`src/port_aux_regs.svh`:
```
// Register offsets, field positions, reset values and fixed figures of the port aux block
`ifndef PORT_AUX_REGS_SVH
`define PORT_AUX_REGS_SVH

// ----------------------------------------------------------------------------
// Byte offsets of the register words
// ----------------------------------------------------------------------------
`define OFS_ANALOG_SELECT     5'h00
`define OFS_PULLUP_ENABLE     5'h04
`define OFS_CHANGE_IRQ_ENABLE 5'h08
`define OFS_PORT_A_DATA       5'h0c
`define OFS_PORT_DIRECTION    5'h10
`define OFS_POWER_CONTROL     5'h14
`define OFS_IRQ_CONTROL       5'h18
`define OFS_OPTION            5'h1c

// ----------------------------------------------------------------------------
// Field positions
// ----------------------------------------------------------------------------
`define BIT_LOW_POWER_WAKE_ENABLE 5
`define BIT_GLOBAL_IRQ_ENABLE     7
`define BIT_CHANGE_IRQ_ON         3
`define BIT_PORT_CHANGE_FLAG      0
`define BIT_GLOBAL_PULLUP_DISABLE 7

// ----------------------------------------------------------------------------
// Implemented bits and reset values
// ----------------------------------------------------------------------------
`define PULLUP_IMPL_MASK      8'h37
`define PORT_IMPL_MASK        8'h3f
`define OSC_FORCED_MASK       8'h30
`define PIN_THREE_MASK        6'h08
`define RST_ANALOG_SELECT     8'hff
`define RST_PULLUP_ENABLE     8'h37
`define RST_CHANGE_IRQ_ENABLE 8'h00
`define RST_PORT_DIRECTION    6'h3f
`define RST_PORT_OUT          6'h00
`define RST_LOW_POWER_WAKE    1'h0
`define RST_GLOBAL_PULLUP_DIS 1'h1
`define RST_IRQ_CONTROL_BITS  1'h0

// ----------------------------------------------------------------------------
// Interrupt vector address
// ----------------------------------------------------------------------------
`define IRQ_VECTOR_ADDR 13'h0004

`endif

```
`src/port_aux_pkg.sv`:
```
// Types of the port aux block
package port_aux_pkg;

  // Software controls
  typedef struct packed {
    logic [7:0] analog_select;
    logic [7:0] pullup_enable;
    logic [7:0] change_irq_enable;
    logic [5:0] port_out;
    logic [5:0] port_direction;
    logic       low_power_wake_enable;
    logic       global_irq_enable;
    logic       change_irq_on;
    logic       global_pullup_disable;
  } ctrl_t;

  // Pin drive bundle
  typedef struct packed {
    logic [5:0] out;
    logic [5:0] oe;
    logic [5:0] pullup_on;
    logic [5:0] input_en;
    logic       sink_on;
  } pin_drive_t;

  // Whole state of the block
  typedef struct packed {
    ctrl_t      ctrl;
    logic       port_change_flag;
    logic [5:0] last_read;
    logic [5:0] sync1;
    logic [5:0] sync2;
    logic [5:0] sync3;
    logic [5:0] pin_stable;
    logic       ack;
    logic [7:0] readdata;
    pin_drive_t drive;
    logic       irq;
    logic       wake;
  } state_t;

endpackage

```
`src/port_pin_aux_functions.sv`:
```
// Port auxiliary pin logic: analog select, weak pull-ups, change detect, low-power wake
//
// Design decisions made here: the Avalon-MM register port and the address map.
`timescale 1ns/100ps
`include "port_aux_regs.svh"

module port_pin_aux_functions (
  input  wire logic        core_clk,
  input  wire logic        rst_n,
  input  wire logic        warm_reset,
  input  wire logic [4:0]  avs_address,
  input  wire logic        avs_read,
  input  wire logic        avs_write,
  input  wire logic [31:0] avs_writedata,
  input  wire logic [3:0]  avs_byteenable,
  output logic      [31:0] avs_readdata,
  output logic             avs_waitrequest,
  input  wire logic        master_clear_enable,
  input  wire logic        crystal_osc_mode,
  input  wire logic [5:0]  pin_in,
  output logic      [5:0]  pin_out,
  output logic      [5:0]  pin_oe,
  output logic      [5:0]  pin_pullup_on,
  output logic      [5:0]  pin_input_en,
  output logic             pin_zero_sink_on,
  output logic             irq_req,
  output logic      [12:0] irq_vector,
  output logic             wake_req
);

  port_aux_pkg::state_t state_q;
  port_aux_pkg::state_t state_d;

  // --------------------------------------------------------------------------
  // Helpers
  // --------------------------------------------------------------------------
  // Channels 0..3 sit on pins 0, 1, 2 and 4; pins 3 and 5 have none
  function automatic logic [5:0] pin_analog(input logic [7:0] sel);
    pin_analog = {1'b0, sel[3], 1'b0, sel[2], sel[1], sel[0]};
  endfunction

  // Bits forced high while a crystal oscillator owns pins 5 and 4
  function automatic logic [7:0] osc_forced(input logic [7:0] val, input logic xtal);
    osc_forced = xtal ? (val | `OSC_FORCED_MASK) : val;
  endfunction

  // Word offset of a bus address; byte lanes ignored
  function automatic logic [4:0] word_offset(input logic [4:0] addr);
    word_offset = {addr[4:2], 2'b00};
  endfunction

  // Level confirmed by two agreeing sampler stages, else the held level
  function automatic logic [5:0] agree_filter(input logic [5:0] mid,
                                              input logic [5:0] last,
                                              input logic [5:0] held);
    logic [5:0] same;
    same         = ~(mid ^ last);
    agree_filter = (same & last) | (~same & held);
  endfunction

  // Pull-up gating: enable bit, input mode, digital pin, global permit
  function automatic logic [5:0] pullup_gate(input logic [5:0] en,
                                             input logic [5:0] dir,
                                             input logic [5:0] analog,
                                             input logic       global_dis);
    pullup_gate = en & dir & ~analog & {6{~global_dis}} & ~`PIN_THREE_MASK;
  endfunction

  // --------------------------------------------------------------------------
  // Combinational view of the state
  // --------------------------------------------------------------------------
  logic [5:0] analog_pins;
  logic [7:0] pullup_view;
  logic [7:0] change_view;
  logic [5:0] port_read;
  logic [5:0] change_active;
  logic       mismatch;
  logic       req;
  logic       do_write;
  logic       do_read;
  logic       port_access;
  logic [7:0] wbyte;
  logic [7:0] rd_mux;

  always_comb begin
    analog_pins   = pin_analog(state_q.ctrl.analog_select);
    pullup_view   = osc_forced(state_q.ctrl.pullup_enable, crystal_osc_mode) & `PULLUP_IMPL_MASK;
    change_view   = osc_forced(state_q.ctrl.change_irq_enable, crystal_osc_mode) & `PORT_IMPL_MASK;
    // Analog pins read 0, pin 3 reads 0 as master clear
    port_read     = state_q.pin_stable & ~analog_pins;
    if (master_clear_enable) begin
      port_read = port_read & ~`PIN_THREE_MASK;
    end
    change_active = change_view[5:0] & ~analog_pins;
    mismatch      = |(change_active & (state_q.pin_stable ^ state_q.last_read));
    req           = avs_read | avs_write;
    do_write      = avs_write & state_q.ack & avs_byteenable[0];
    do_read       = avs_read & state_q.ack;
    port_access   = (do_write | do_read) && (word_offset(avs_address) == `OFS_PORT_A_DATA);
    wbyte         = avs_writedata[7:0];
  end

  // --------------------------------------------------------------------------
  // Read multiplexer
  // --------------------------------------------------------------------------
  always_comb begin
    rd_mux = 8'h00;
    unique case (word_offset(avs_address))
      `OFS_ANALOG_SELECT: begin
        rd_mux = state_q.ctrl.analog_select;
      end
      `OFS_PULLUP_ENABLE: begin
        rd_mux = pullup_view;
      end
      `OFS_CHANGE_IRQ_ENABLE: begin
        rd_mux = change_view;
      end
      `OFS_PORT_A_DATA: begin
        rd_mux = {2'b00, port_read};
      end
      `OFS_PORT_DIRECTION: begin
        rd_mux = {2'b00, state_q.ctrl.port_direction | `PIN_THREE_MASK};
      end
      `OFS_POWER_CONTROL: begin
        rd_mux[`BIT_LOW_POWER_WAKE_ENABLE] = state_q.ctrl.low_power_wake_enable;
      end
      `OFS_IRQ_CONTROL: begin
        rd_mux[`BIT_GLOBAL_IRQ_ENABLE] = state_q.ctrl.global_irq_enable;
        rd_mux[`BIT_CHANGE_IRQ_ON]     = state_q.ctrl.change_irq_on;
        rd_mux[`BIT_PORT_CHANGE_FLAG]  = state_q.port_change_flag;
      end
      `OFS_OPTION: begin
        rd_mux[`BIT_GLOBAL_PULLUP_DISABLE] = state_q.ctrl.global_pullup_disable;
      end
      default: rd_mux = 8'h00;
    endcase
  end

  // --------------------------------------------------------------------------
  // Next state
  // --------------------------------------------------------------------------
  always_comb begin
    state_d = state_q;

    // ------------------------------------------------------------------------
    // Three-stage pin sampling; a change counts once stages two and three agree
    // ------------------------------------------------------------------------
    state_d.sync1      = pin_in;
    state_d.sync2      = state_q.sync1;
    state_d.sync3      = state_q.sync2;
    state_d.pin_stable = agree_filter(state_q.sync2, state_q.sync3, state_q.pin_stable);

    // ------------------------------------------------------------------------
    // Bus slave: one wait state, answer registered
    // ------------------------------------------------------------------------
    state_d.ack = req & ~state_q.ack;
    if (req & ~state_q.ack) begin
      state_d.readdata = avs_read ? rd_mux : 8'h00;
    end

    // ------------------------------------------------------------------------
    // Register writes, lane 0 only
    // ------------------------------------------------------------------------
    if (do_write) begin
      unique case (word_offset(avs_address))
      `OFS_ANALOG_SELECT: begin
        state_d.ctrl.analog_select = wbyte;
      end
      `OFS_PULLUP_ENABLE: begin
        state_d.ctrl.pullup_enable = wbyte & `PULLUP_IMPL_MASK;
      end
      `OFS_CHANGE_IRQ_ENABLE: begin
        state_d.ctrl.change_irq_enable = wbyte & `PORT_IMPL_MASK;
      end
      `OFS_PORT_A_DATA: begin
        state_d.ctrl.port_out = wbyte[5:0];
      end
      `OFS_PORT_DIRECTION: begin
        state_d.ctrl.port_direction = wbyte[5:0] | `PIN_THREE_MASK;
      end
      `OFS_POWER_CONTROL: begin
        state_d.ctrl.low_power_wake_enable = wbyte[`BIT_LOW_POWER_WAKE_ENABLE];
      end
      `OFS_IRQ_CONTROL: begin
        state_d.ctrl.global_irq_enable = wbyte[`BIT_GLOBAL_IRQ_ENABLE];
        state_d.ctrl.change_irq_on     = wbyte[`BIT_CHANGE_IRQ_ON];
        state_d.port_change_flag       = wbyte[`BIT_PORT_CHANGE_FLAG];
      end
      `OFS_OPTION: begin
        state_d.ctrl.global_pullup_disable = wbyte[`BIT_GLOBAL_PULLUP_DISABLE];
      end
      default: ;
      endcase
    end

    // ------------------------------------------------------------------------
    // Any port read, or port write on lane 0, reloads the last-read latch
    // ------------------------------------------------------------------------
    if (port_access) begin
      state_d.last_read = port_read;
    end

    // ------------------------------------------------------------------------
    // Mismatch set wins over a software clear in the same cycle
    // ------------------------------------------------------------------------
    if (mismatch) begin
      state_d.port_change_flag = 1'b1;
    end

    // ------------------------------------------------------------------------
    // Pin drive: output path ignores analog select
    // ------------------------------------------------------------------------
    state_d.drive.out       = state_q.ctrl.port_out;
    state_d.drive.oe        = ~state_q.ctrl.port_direction & ~`PIN_THREE_MASK;
    state_d.drive.input_en  = ~analog_pins;
    state_d.drive.pullup_on = pullup_gate(pullup_view[5:0], state_q.ctrl.port_direction, analog_pins,
                                          state_q.ctrl.global_pullup_disable);
    if (master_clear_enable) begin
      state_d.drive.pullup_on = state_d.drive.pullup_on | `PIN_THREE_MASK;
    end
    state_d.drive.sink_on   = state_q.ctrl.low_power_wake_enable;

    // ------------------------------------------------------------------------
    // Wake ignores the global enable, the interrupt needs it
    // ------------------------------------------------------------------------
    state_d.wake = state_q.port_change_flag & state_q.ctrl.change_irq_on;
    state_d.irq  = state_q.port_change_flag & state_q.ctrl.change_irq_on &
                   state_q.ctrl.global_irq_enable;

    // ------------------------------------------------------------------------
    // Warm reset keeps the last-read latch and pin samplers
    // ------------------------------------------------------------------------
    if (!rst_n || warm_reset) begin
      state_d.ctrl.analog_select         = `RST_ANALOG_SELECT;
      state_d.ctrl.pullup_enable         = `RST_PULLUP_ENABLE;
      state_d.ctrl.change_irq_enable     = `RST_CHANGE_IRQ_ENABLE;
      state_d.ctrl.port_out              = `RST_PORT_OUT;
      state_d.ctrl.port_direction        = `RST_PORT_DIRECTION;
      state_d.ctrl.low_power_wake_enable = `RST_LOW_POWER_WAKE;
      state_d.ctrl.global_irq_enable     = `RST_IRQ_CONTROL_BITS;
      state_d.ctrl.change_irq_on         = `RST_IRQ_CONTROL_BITS;
      state_d.ctrl.global_pullup_disable = `RST_GLOBAL_PULLUP_DIS;
      state_d.port_change_flag           = `RST_IRQ_CONTROL_BITS;
      state_d.ack                        = 1'b0;
      state_d.readdata                   = 8'h00;
      state_d.drive                      = '0;
      state_d.drive.input_en             = 6'h00;
      state_d.irq                        = 1'b0;
      state_d.wake                       = 1'b0;
      state_d.last_read                  = warm_reset && rst_n ? state_q.last_read : 6'h00;
    end
    if (!rst_n) begin
      state_d.sync1      = 6'h00;
      state_d.sync2      = 6'h00;
      state_d.sync3      = 6'h00;
      state_d.pin_stable = 6'h00;
    end
  end

  // --------------------------------------------------------------------------
  // State register
  // --------------------------------------------------------------------------
  always_ff @(posedge core_clk) begin
    state_q <= state_d;
  end

  // --------------------------------------------------------------------------
  // Outputs
  // --------------------------------------------------------------------------
  assign avs_waitrequest  = req & ~state_q.ack;
  assign avs_readdata     = {24'h000000, state_q.readdata};
  assign pin_out          = state_q.drive.out;
  assign pin_oe           = state_q.drive.oe;
  assign pin_pullup_on    = state_q.drive.pullup_on;
  assign pin_input_en     = state_q.drive.input_en;
  assign pin_zero_sink_on = state_q.drive.sink_on;
  assign irq_req          = state_q.irq;
  assign wake_req         = state_q.wake;
  assign irq_vector       = `IRQ_VECTOR_ADDR;

endmodule

```
`config.mk`:
```
export PLATFORM = sky130hd
export DESIGN_NAME = port_pin_aux_functions
export DESIGN_NICKNAME = d
export VERILOG_FILES = /design/src/port_aux_pkg.sv /design/src/port_pin_aux_functions.sv
export VERILOG_INCLUDE_DIRS = /design/src /design/src/src
export SDC_FILE = /design/constraint.sdc
export NUM_CORES = 1
export LEC_CHECK = 0
export ABC_AREA = 1
export BUFFER_PORTS_ARGS = -buffer_cell sky130_fd_sc_hd__buf_2
export CAP_MARGIN = 30
export CORE_MARGIN = 5
export CORE_UTILIZATION = 45
export CTS_BUF_LIST = sky130_fd_sc_hd__clkbuf_8 sky130_fd_sc_hd__clkbuf_16
export DETAILED_ROUTE_END_ITERATION = 8
export PLACE_DENSITY = 0.73
export SETUP_SLACK_MARGIN = 0.3
export SYNTH_ARGS = -nofsm -noshare
export SYNTH_HDL_FRONTEND = slang
export SYNTH_SLANG_ARGS = --single-unit
```
`constraint.sdc`:
```
create_clock -name core_clk -period 2 [get_ports core_clk]
set_clock_uncertainty 0.15 [all_clocks]
set_input_delay 0.2 -clock core_clk [delete_from_list [all_inputs] [get_ports core_clk]]
set_output_delay 0.2 -clock core_clk [all_outputs]
set_load 0.1 [all_outputs]
```
# Word-level counts from Yosys, hierarchy flattened
# Index checks and enable logic that the tools add are counted.
totals:
  reg_bits: 101
  latch_bits: 0
  ram_bits: 0
  mem_bits_ro: 0
  word_cells: 95
  mem_count: 0
classes:
  n_addsub: 0
  multipliers: 0
  n_div: 0
  order_cmp: 0
  eq_ne: 8
  shifts: 0
  mux: 18
  bitwise_logic: 25
  n_reduce_logical: 19
op_table:
  columns: ["op", "n"]
  rows:
  - ["AND 6 bit", 8]
  - ["2-to-1 mux 6 bit", 5]
  - ["AND reduction 2 bit", 10]
  - ["NOT 6 bit", 3]
  - ["equality test 3 bit (second input constant)", 4]
  - ["one-hot mux 1 bit (6 select lines)", 2]
  - ["XOR 6 bit", 2]
  - ["one-hot mux 1 bit (5 select lines)", 2]
  - ["one-hot mux 2 bit (5 select lines)", 1]
  - ["2-to-1 mux 4 bit", 2]
  - ["2-to-1 mux 8 bit", 1]
  - ["AND 1 bit", 6]
  - ["equality test 3 x 2 -> 1 bit (second input constant)", 2]
  - ["NOT 5 -> 6 bit", 1]
  - ["bitwise OR 6 bit", 1]
  - ["nonzero test 2 bit", 3]
  - ["OR reduction 6 bit", 1]
  - ["2-to-1 mux 1 bit", 4]
  - ["equality test 3 x 1 -> 1 bit (second input constant)", 1]
  - ["logical NOT 3 bit", 1]
  - ["one-hot mux 1 bit (3 select lines)", 1]
  - ["logical AND 1 bit", 2]
  - ["inequality test 2 bit (second input constant)", 1]
  - ["NOT 1 bit", 2]
  - ["other kinds (3)", 4]

# Depth between registers and ports, before layout
# Gate-level depths: netlist (run 1).
depth:
  depth_word: 6
  ltp_mapped: 10

# Worst setup path before layout (run 1)
# No wires, ideal clock.
synth_timing:
  kind: "register to register"
  startpoint: "register state_q[35] (netlist bit)"
  endpoint: "register state_q (netlist bit avs_readdata[1])"
  setup_ps: 66
  arrival_ps: 1739
  required_ps: 1784
  path_slack_ps: 45
  path_stages_with_launch: 8
  path_buffers: 0
  period_less_slack_ps: 1955
  cell_sequence: "dfxtp_1 > inv_1 > o21ai_2 > inv_1 > nand2_1 > nor2_1 > nand2_1 > a21oi_2"
synth_via:
  elab_chain_len: 2
synth_lines:
  columns: ["item", "line", "text"]
  rows:
  - ["from (decl)", "port_pin_aux_functions.sv:31", "port_aux_pkg::state_t state_q;"]
  - ["from (signal assigned)", "port_pin_aux_functions.sv:264", "state_q <= state_d;"]
  - ["NOT 1 bit", null, null]
  - ["AND 1 bit", null, null]
  - ["named net avs_waitrequest", "port_pin_aux_functions.sv:17", "output logic avs_waitrequest,"]
# The timed path passes the listed nets, and every way through them passes these cells.
# A chain may end at the register's enable or synchronous reset.

# Final worst setup path (run 1)
layout_timing:
  startpoint: "register state_q[35] (netlist bit)"
  endpoint: "output port avs_waitrequest"
layout_via:
  elab_chain_len: 2
layout_lines:
  columns: ["item", "line", "text"]
  rows:
  - ["NOT 1 bit", "port_pin_aux_functions.sv:270", "assign avs_waitrequest = req & ~state_q.ack;"]
  - ["AND 1 bit", "port_pin_aux_functions.sv:270", null]
  - ["to (decl)", "port_pin_aux_functions.sv:17", null]
# No other way between the ends.

==> results of run 1 <==
==> worst min path at each step <==
| stage | endpoint | cells past startpoint |
|---|---|---|
| after detailed placement | state_q[54] | 3 |
| after floorplan | state_q[54] | 2 |
| after CTS | analog_pins[4] | 3 |
| after global placement | state_q[56] | 3 |
| final | state_q[86] | 3 |
| after global routing | state_q[86] | 3 |
==> area by class of cell <==
type	count	area, µm²
clock inverters	6	65.1
fillers	880	4510
repair buffers	83	517
multi-input cells	350	1570
well taps	129	161
flip-flops and latches	99	2040
inverters	62	236
clock buffers	10	138
==> metal layers <==
| layer | global-route usage, % | vias to the layer above |
|---|---|---|
| met5 | 0 | - |
| met4 | 5.23 | 0 |
| met3 | 4.98 | 13 |
| met2 | 26.3 | 115 |
| met1 | 19.2 | 1477 |
| li1 | - | 1729 |
==> power groups by stage <==
stage | clock (mW) | sequential [mW] | combinational (mW)
2_1_floorplan | 0 | 2.07 | 0.565
3_3_place_gp | 0 | 2.07 | 0.577
3_5_place_dp | 0 | 2.07 | 0.581
4_1_cts | 1.31 | 2.03 | 0.604
5_1_grt | 1.40 | 2.03 | 0.650
6_report | 1.27 | 2.03 | 0.614
==> registers in the layout (all words and copies together), names as in the netlist, named ones only <==
| signal | count |
|---|---|
| analog_pins | 4 |
| wake_req | 1 |
| avs_readdata | 8 |
| pin_oe | 5 |
| state_q | 56 |
| irq_req | 1 |
| pin_pullup_on | 6 |
| pin_input_en | 5 |
| pin_out | 6 |
| pin_zero_sink_on | 1 |
==> kinds of logic (layout without fill, tap and decap cells) <==
kind of cell,Yosys count,after routing,synth area share [%]
buffers and inverters,145,161,19.0
other,2,38,0.175
AND/OR/NAND/NOR,249,249,24.9
XOR/XNOR,2,2,0.409
AO/OA/AOI/OAI,61,61,7.77
flip-flops,99,99,47.7
==> cells in the final DEF, fill, tap and decap left out, drive strengths merged, types with 2 or more instances in the layout <==
master,n
clkinvlp,2
inv,63
clkinv,2
clkbuf,10
nor4,2
o21ai,28
nand3,33
nor3,8
dlygate4sd3,14
nand4,4
edfxtp,6
a21oi,31
nor2,80
buf,69
conb,38
nand2,121
dfxtp,93
==> critical path: stages (launching register included) <==
cell and delay, ns:
dfxtp_2 0.34, inv_2 0.05, o21ai_4 0.13, clkinvlp_4 0.19
buf_6 0.21
==> repair_timing <==
action,in CTS,in global routing
cloned,0,0
hold buffers,14,0
endpoints found under the hold margin,21,0
gates resized for setup,1,2
pin swaps,0,1
setup endpoints to repair,1,13
buffers inserted,0,3
==> flow_summary.yaml, run 1 <==
setup_path:
  cp_data_arrival_time_ns: 1.27
  r2r_cells: 7
  path_class: "reg -> out"
  critPathCapture: "avs_waitrequest"
  start_kind: "flop"
  crit_required_ns: 1.65
  end_kind: "output pin"
  reg2reg_slack_ns: 0.40
  r2r-start: "state_q[35]"
  r2r-end: "analog_pins[4]"
  crit_start: "state_q[35]"
  crit_fanout: 10
synth:
  netlist.top_cell.by_area: "dfxtp_1"
  yosysMostFrequentCell: "nand2_1"
  ys_types: 28
  synth_area_per_cell_um2: 7.68
  synthArstFlopShare_pct: 0
  synth_seq_area_share_pct: 47.7
  yosysWarnings: 0
  yosys-top-cells-area: "dfxtp_1, buf_4, nand2_1, nor2_1, inv_1"
  syn_inst: 558
  ys_ff_latch: 99
  syn_area_um2: 4280
  synth_commonest_cells: "nand2_1, dfxtp_1, nor2_1, buf_4, inv_1"
  synth_top_area_share_pct: 43.5
  synth-edff-count: 6
  dominantRegCellSynth: "dfxtp_1"
sta:
  fin_crit_sh_pct: 80.9
  max_freq_ghz: 0.618
  setup_tns_ns: 0
  hold_slack_ns: 0.0209
  maxSlewViolCount: 0
  setup_slack_ns: 0.382
  rsz0062_at_grt: "true"
  min_period_ns: 1.62
  hold_viol_final: 0
  finalSetupViolations: 0
clocking:
  cts.sinks: 99
  cts.clk_slew.worst_paths_ns: 0.09
  insertion_delay_ns: 0.36
  htree_levels: 3
  cts_tree: "built"
  cts_root_buf: "clkbuf_8"
  cts_buffers: 9
  clockBufferDepth: 2
grt:
  grt_pass1_wl_um: 14500
  grt-ovfl-total: 0
  antenna_found_initial: 0
  track_usage_pct: 15.7
  grt_pass1_vias: 3151
  grt_start_max_net_pins: 26
place:
  hpwl_um: 6590
  io_buffers: 59
  placed_cell_area_um2: 4360
  dp_cells: 706
  dp_slack_ns: 0.366
  gp_congestion: 0.884
final_layout:
  drive_above_1_share_pct: 19.0
  antennaDiodeCount: 0
  post-route-cell-area_um2: 4730
  nets: 659
  stdcell_count: 739
  final_core_util_pct: 51.2
  area_delta_synth_final_pct: 10.5
detailed_routing:
  wirelength_um: 8740
  wire_per_inst_um: 11.8
  wl_met2_um: 4240
  routed.top_layer: "met4"
  wl_met1_um: 3620
  drt_iter0_drc: 172
  vias_per_cell: 4.51
  dr.pass1.iters: 4
  drc_errors: 0
  vias: 3334
  ant_nets: 0
  wl_met3_um: 694
floorplan:
  die_w_um: 108
  coreArea_um2: 9240
  die_area_um2: 11600
  start_util_pct: 46.4
  row_count: 35
  boundaryPins: 127
  die_h_um: 108
job:
  drv_cap: 0
power_and_ir_drop:
  power_frac_seq_pct: 51.9
  p_sw_share_pct: 30.3
  pwr_density_cell_nw_per_um2: 825
  pwr-share-comb_pct: 15.7
  fin_total_pwr_mw: 3.91
  p_int_mw: 2.72
  vdd_drop_max_mv: 0.502
  p_leak_nw: 2.27
  p_sw_mw: 1.18
  clockPowerShare_pct: 32.4
hold_path:
  worstHoldPathType: "in -> reg"
  worstHoldStart: "avs_writedata[3]"
outcome:
  status: "completed"
No activity file was read; power rests on OpenSTA's default activity.
==> inputs of run 2 (changes only) <==
==> constraint.sdc (replaced) <==
create_clock -name core_clk -period 1.7 [get_ports core_clk]
set_clock_uncertainty 0.15 [all_clocks]
set_input_delay 0.17 -clock core_clk [delete_from_list [all_inputs] [get_ports core_clk]]
set_output_delay 0.17 -clock core_clk [all_outputs]
set_load 0.1 [all_outputs]
==> flow_summary.yaml, run 2 (synthesized netlist as in run 1, its figures left out) <==
sta:
  min_period_ns: 1.49
  hold_slack_ns: -0.00157
  fin_crit_sh_pct: 87.8
  maxSlewViolCount: 0
  rsz0062_at_grt: "true"
  setup_slack_ns: 0.207
  hold_viol_final: 1
  setup_tns_ns: 0
  max_freq_ghz: 0.670
  finalSetupViolations: 0
final_layout:
  nFillCells: 856
  largest_reg_flops: 56
  largest_register: "state_q"
  area_delta_synth_final_pct: 16.3
  post-route-cell-area_um2: 4980
  antennaDiodeCount: 0
  drive_above_1_share_pct: 21.8
  layout_commonest_cell: "nand2_1"
  nets: 669
  final_cell_mix: "nand2_1, dfxtp_1, nor2_1"
power_and_ir_drop:
  clockPowerShare_pct: 31.1
  p_sw_share_pct: 32.2
  p_int_mw: 3.10
  fin_total_pwr_mw: 4.57
  vdd_drop_max_mv: 0.769
  pwr-share-comb_pct: 16.7
  p_sw_mw: 1.47
  p_leak_nw: 2.36
  power_frac_seq_pct: 52.2
  pwr_density_cell_nw_per_um2: 918
outcome:
  status: "finished with violations"
  violations: "hold timing"
floorplan:
  coreArea_um2: 9240
  die_area_um2: 11600
  row_count: 35
  start_util_pct: 46.4
  boundaryPins: 127
  die_w_um: 108
  die_h_um: 108
clocking:
  cts_tree: "built"
  insertion_delay_ns: 0.37
  clockBufferDepth: 2
  htree_levels: 3
  cts.clk_slew.worst_paths_ns: 0.10
  cts_buffers: 9
  cts.sinks: 99
  cts_root_buf: "clkbuf_8"
detailed_routing:
  dr.pass1.iters: 5
  ant_nets: 0
  wirelength_um: 9330
  vias: 3438
  drc_errors: 0
  vias_per_cell: 4.59
  wire_per_inst_um: 12.4
  drt_iter0_drc: 163
hold_path:
  worstHoldPathType: "in -> reg"
  hold_path_depth: 3
setup_path:
  slowest_delay_ns: 0.37
  r2r_cells: 9
  cp_cell_sequence: "inv_4 -> o21ai_4 -> clkinvlp_4 -> buf_8"
  cp_data_arrival_time_ns: 1.17
  crit_fanout: 2
  start_kind: "flop"
  end_kind: "output pin"
  crit_path_top_delay_cell: "dfxtp_2"
  path_class: "reg -> out"
  crit_required_ns: 1.38
grt:
  grt-ovfl-total: 0
  grt_use_met1_pct: 19.3
  grt_use_met3_pct: 4.68
  busiest_layer: "met2"
  antenna_found_initial: 0
  grt_pass1_vias: 3165
  use_met2_pct: 27.1
  grt_start_max_net_pins: 26
  track_usage_pct: 16.1
  grt_pass1_wl_um: 14700
place:
  placed_cell_area_um2: 4390
  gp_congestion: 0.900
  dp_slack_ns: 0.120
  hpwl_um: 6730
  io_buffers: 59
job:
  drv_cap: 0
[run 2: path summary, 6_finish.rpt]
path                                  start         endpoint  slack [ns]
worst min-delay path               avs_read  avs_readdata[7]      -0.002
worst max-delay path            state_q[35]  avs_waitrequest        0.21
worst min register to register  state_q[75]        pin_oe[4]        0.27
worst max register to register  state_q[35]  avs_readdata[6]        0.23
[run 2: per-layer routing]
layer / up-vias / routed length, µm
li1: 1747 / -
met1: 1557 / 3980
met2: 116 / 4590
met3: 18 / 556
met4: 0 / 197
met5: - / 0
[run 2: timing repair]
item	4_1_cts	5_1_grt
resized for setup	42	21
cloned	0	0
pin swaps	2	10
endpoints found under the setup margin	57	26
hold buffers	17	0
endpoints found under the hold margin	34	0
buffers inserted	2	5
[run 2: area by class of cell]
cell class | count | area [µm²] | share of cell area, %
timing repair buffer | 93 | 698 | 14.0
inverter | 62 | 241 | 4.85
clock inverter | 6 | 48.8 | 0.980
tap | 129 | 161 | 3.24
clock buffer | 10 | 138 | 2.76
sequential | 99 | 2050 | 41.1
multi-input combinational | 350 | 1650 | 33.1
[run 2: power groups by stage]
stage / Clock (mW) / Sequential, mW / Combinational (mW)
finish: 1.42 / 2.39 / 0.763
global route: 1.56 / 2.39 / 0.802
CTS: 1.45 / 2.39 / 0.737
detailed placement: 0 / 2.44 / 0.690
global placement: 0 / 2.44 / 0.685
floorplan: 0 / 2.44 / 0.666
[run 2: per-stage QoR]
stage | instances | utilization (%)
finish | 749 | 53.9
global route | 749 | 53.9
CTS | 744 | 52.7
detailed placement | 709 | 47.5
global placement | 709 | 47.5
floorplan | 594 | -
[run 2: worst max-delay path: cells and delay by family (launching register included)]
family	cells	cell delay, ns
buffers and inverters	3	0.36
DFF	1	0.37
AOI/OAI and AO/OA	1	0.07
==> inputs of run 3 (changes only) <==
==> constraint.sdc (replaced) <==
create_clock -name core_clk -period 1.6 [get_ports core_clk]
set_clock_uncertainty 0.15 [all_clocks]
set_input_delay 0.16 -clock core_clk [delete_from_list [all_inputs] [get_ports core_clk]]
set_output_delay 0.16 -clock core_clk [all_outputs]
set_load 0.1 [all_outputs]
==> flow_summary.yaml, run 3 (synthesized netlist as in run 1, its figures left out) <==
outcome:
  status: "completed"
final_layout:
  layout.area.seq_um2: 2050
  nFillCells: 811
  nets: 674
  drive_above_1_share_pct: 25.3
  largest_register: "state_q"
  final_cell_mix: "nand2_1, dfxtp_1, nor2_1"
  antennaDiodeCount: 0
  final_core_util_pct: 57.4
  largest_reg_flops: 56
  layout_commonest_cell: "nand2_1"
  post-route-cell-area_um2: 5310
  area_delta_synth_final_pct: 23.9
  multi_input_area_um2: 1690
detailed_routing:
  drt_iter0_drc: 211
  ant_nets: 0
  wire_per_inst_um: 13.0
  vias: 3515
  drc_errors: 0
  wirelength_um: 9830
  vias_per_cell: 4.66
  dr.pass1.iters: 5
grt:
  grt_use_met3_pct: 4.32
  grt_pass1_vias: 3264
  track_usage_pct: 16.6
  grt-ovfl-total: 0
  grt_pass1_wl_um: 15200
  grt_start_max_net_pins: 27
  busiest_layer: "met2"
  antenna_found_initial: 0
  grt_use_met1_pct: 20.2
  use_met2_pct: 28.2
setup_path:
  start_kind: "flop"
  critPathTopFamily: "buffers and inverters"
  crit_required_ns: 1.29
  cp_cell_sequence: "inv_4 -> o21ai_4 -> clkinvlp_4 -> buf_12"
  r2r-start: "state_q[35]"
  cp_data_arrival_time_ns: 1.16
  slowest_delay_ns: 0.36
  r2r_cells: 6
  crit_path_top_delay_cell: "dfxtp_2"
  end_kind: "output pin"
  path_class: "reg -> out"
  crit_fanout: 2
  r2r-end: "state_q[61]"
  path_buf_inv: 3
  reg2reg_slack_ns: 0.19
  crit_start: "state_q[35]"
  crit_cells: 4
  critPathCapture: "avs_waitrequest"
sta:
  setup_tns_ns: 0
  min_period_ns: 1.47
  setup_slack_ns: 0.128
  finalSetupViolations: 0
  fin_crit_sh_pct: 92.0
  rsz0062_at_grt: "true"
  hold_viol_final: 0
  maxSlewViolCount: 0
  max_freq_ghz: 0.679
power_and_ir_drop:
  p_leak_nw: 2.43
  clockPowerShare_pct: 33.1
  p_sw_mw: 1.55
  vdd_drop_max_mv: 0.526
  p_sw_share_pct: 30.7
  pwr-share-comb_pct: 16.7
  p_int_mw: 3.50
  pwr_density_cell_nw_per_um2: 952
  power_frac_seq_pct: 50.2
  fin_total_pwr_mw: 5.05
place:
  io_buffers: 59
  dp_slack_ns: 0.162
  gp_congestion: 0.896
  placed_cell_area_um2: 4440
  hpwl_um: 6690
hold_path:
  worstHoldPathType: "in -> reg"
floorplan:
  die_h_um: 108
  coreArea_um2: 9240
  row_count: 35
  die_w_um: 108
  start_util_pct: 46.4
  boundaryPins: 127
  die_area_um2: 11600
clocking:
  cts_buffers: 9
  cts.sinks: 99
  htree_levels: 3
  cts_tree: "built"
  cts_root_buf: "clkbuf_8"
  cts.clk_slew.worst_paths_ns: 0.09
  clockBufferDepth: 2
  insertion_delay_ns: 0.37
job:
  drv_cap: 0
==> run 3: metrics by stage <==
| step | hold WS [ns] | std cells |
|---|---|---|
| after floorplan | 0.108 | 594 |
| after CTS | 0.0321 | 751 |
| after global placement | 0.191 | 715 |
| final | 0.0469 | 754 |
| after global routing | 0.0438 | 754 |
| after detailed placement | 0.195 | 715 |
==> run 3: worst min-delay path by stage <==
stage | start | to | slack, ns | cells after the start
floorplan | pin_in[0] | state_q[54] | 0.11 | 2
global placement | pin_in[5] | state_q[59] | 0.19 | 3
detailed placement | pin_in[1] | state_q[55] | 0.19 | 3
CTS | warm_reset | pin_input_en[1] | 0.03 | 4
global route | warm_reset | pin_input_en[2] | 0.04 | 4
finish | warm_reset | pin_input_en[1] | 0.05 | 4
==> run 3: power by group through the flow <==
stage	clock (mW)	sequential [mW]	combinational (mW)
floorplan	0	2.59	0.708
global placement	0	2.59	0.736
detailed placement	0	2.59	0.741
CTS	1.71	2.53	0.790
global route	1.83	2.54	0.884
finish	1.67	2.54	0.842
==> run 3: worst register-to-register path: stages, from the launching register on <==
cell and delay (ns):
dfxtp_2 0.36, inv_4 0.05, nor2_4 0.16, inv_6 0.08
nand2_1 0.09, nand3_2 0.09, nand2_4 0.13
==> run 3: timing repair <==
item	CTS	global route
gates resized for setup	51	90
pin swaps	0	5
hold buffers	17	0
hold endpoints to repair	35	0
setup buffers	3	2
setup endpoints to repair	61	80
gates cloned	0	1
==> run 3: cell type report <==
type                       instances  area share (%)
sequential                        99            38.7
multi-input combinational        350            31.8
timing repair buffer              98            17.8
inverter                          62            4.69
tap                              129            3.04
clock buffer                      10            2.81
clock inverter                     6            1.18
==> run 3: metal layers <==
| layer | vias up | part of all wire, % |
|---|---|---|
| met5 | - | 0 |
| met2 | 138 | 51 |
| met1 | 1599 | 40 |
| met3 | 24 | 6.3 |
| met4 | 0 | 2.5 |
| li1 | 1754 | - |
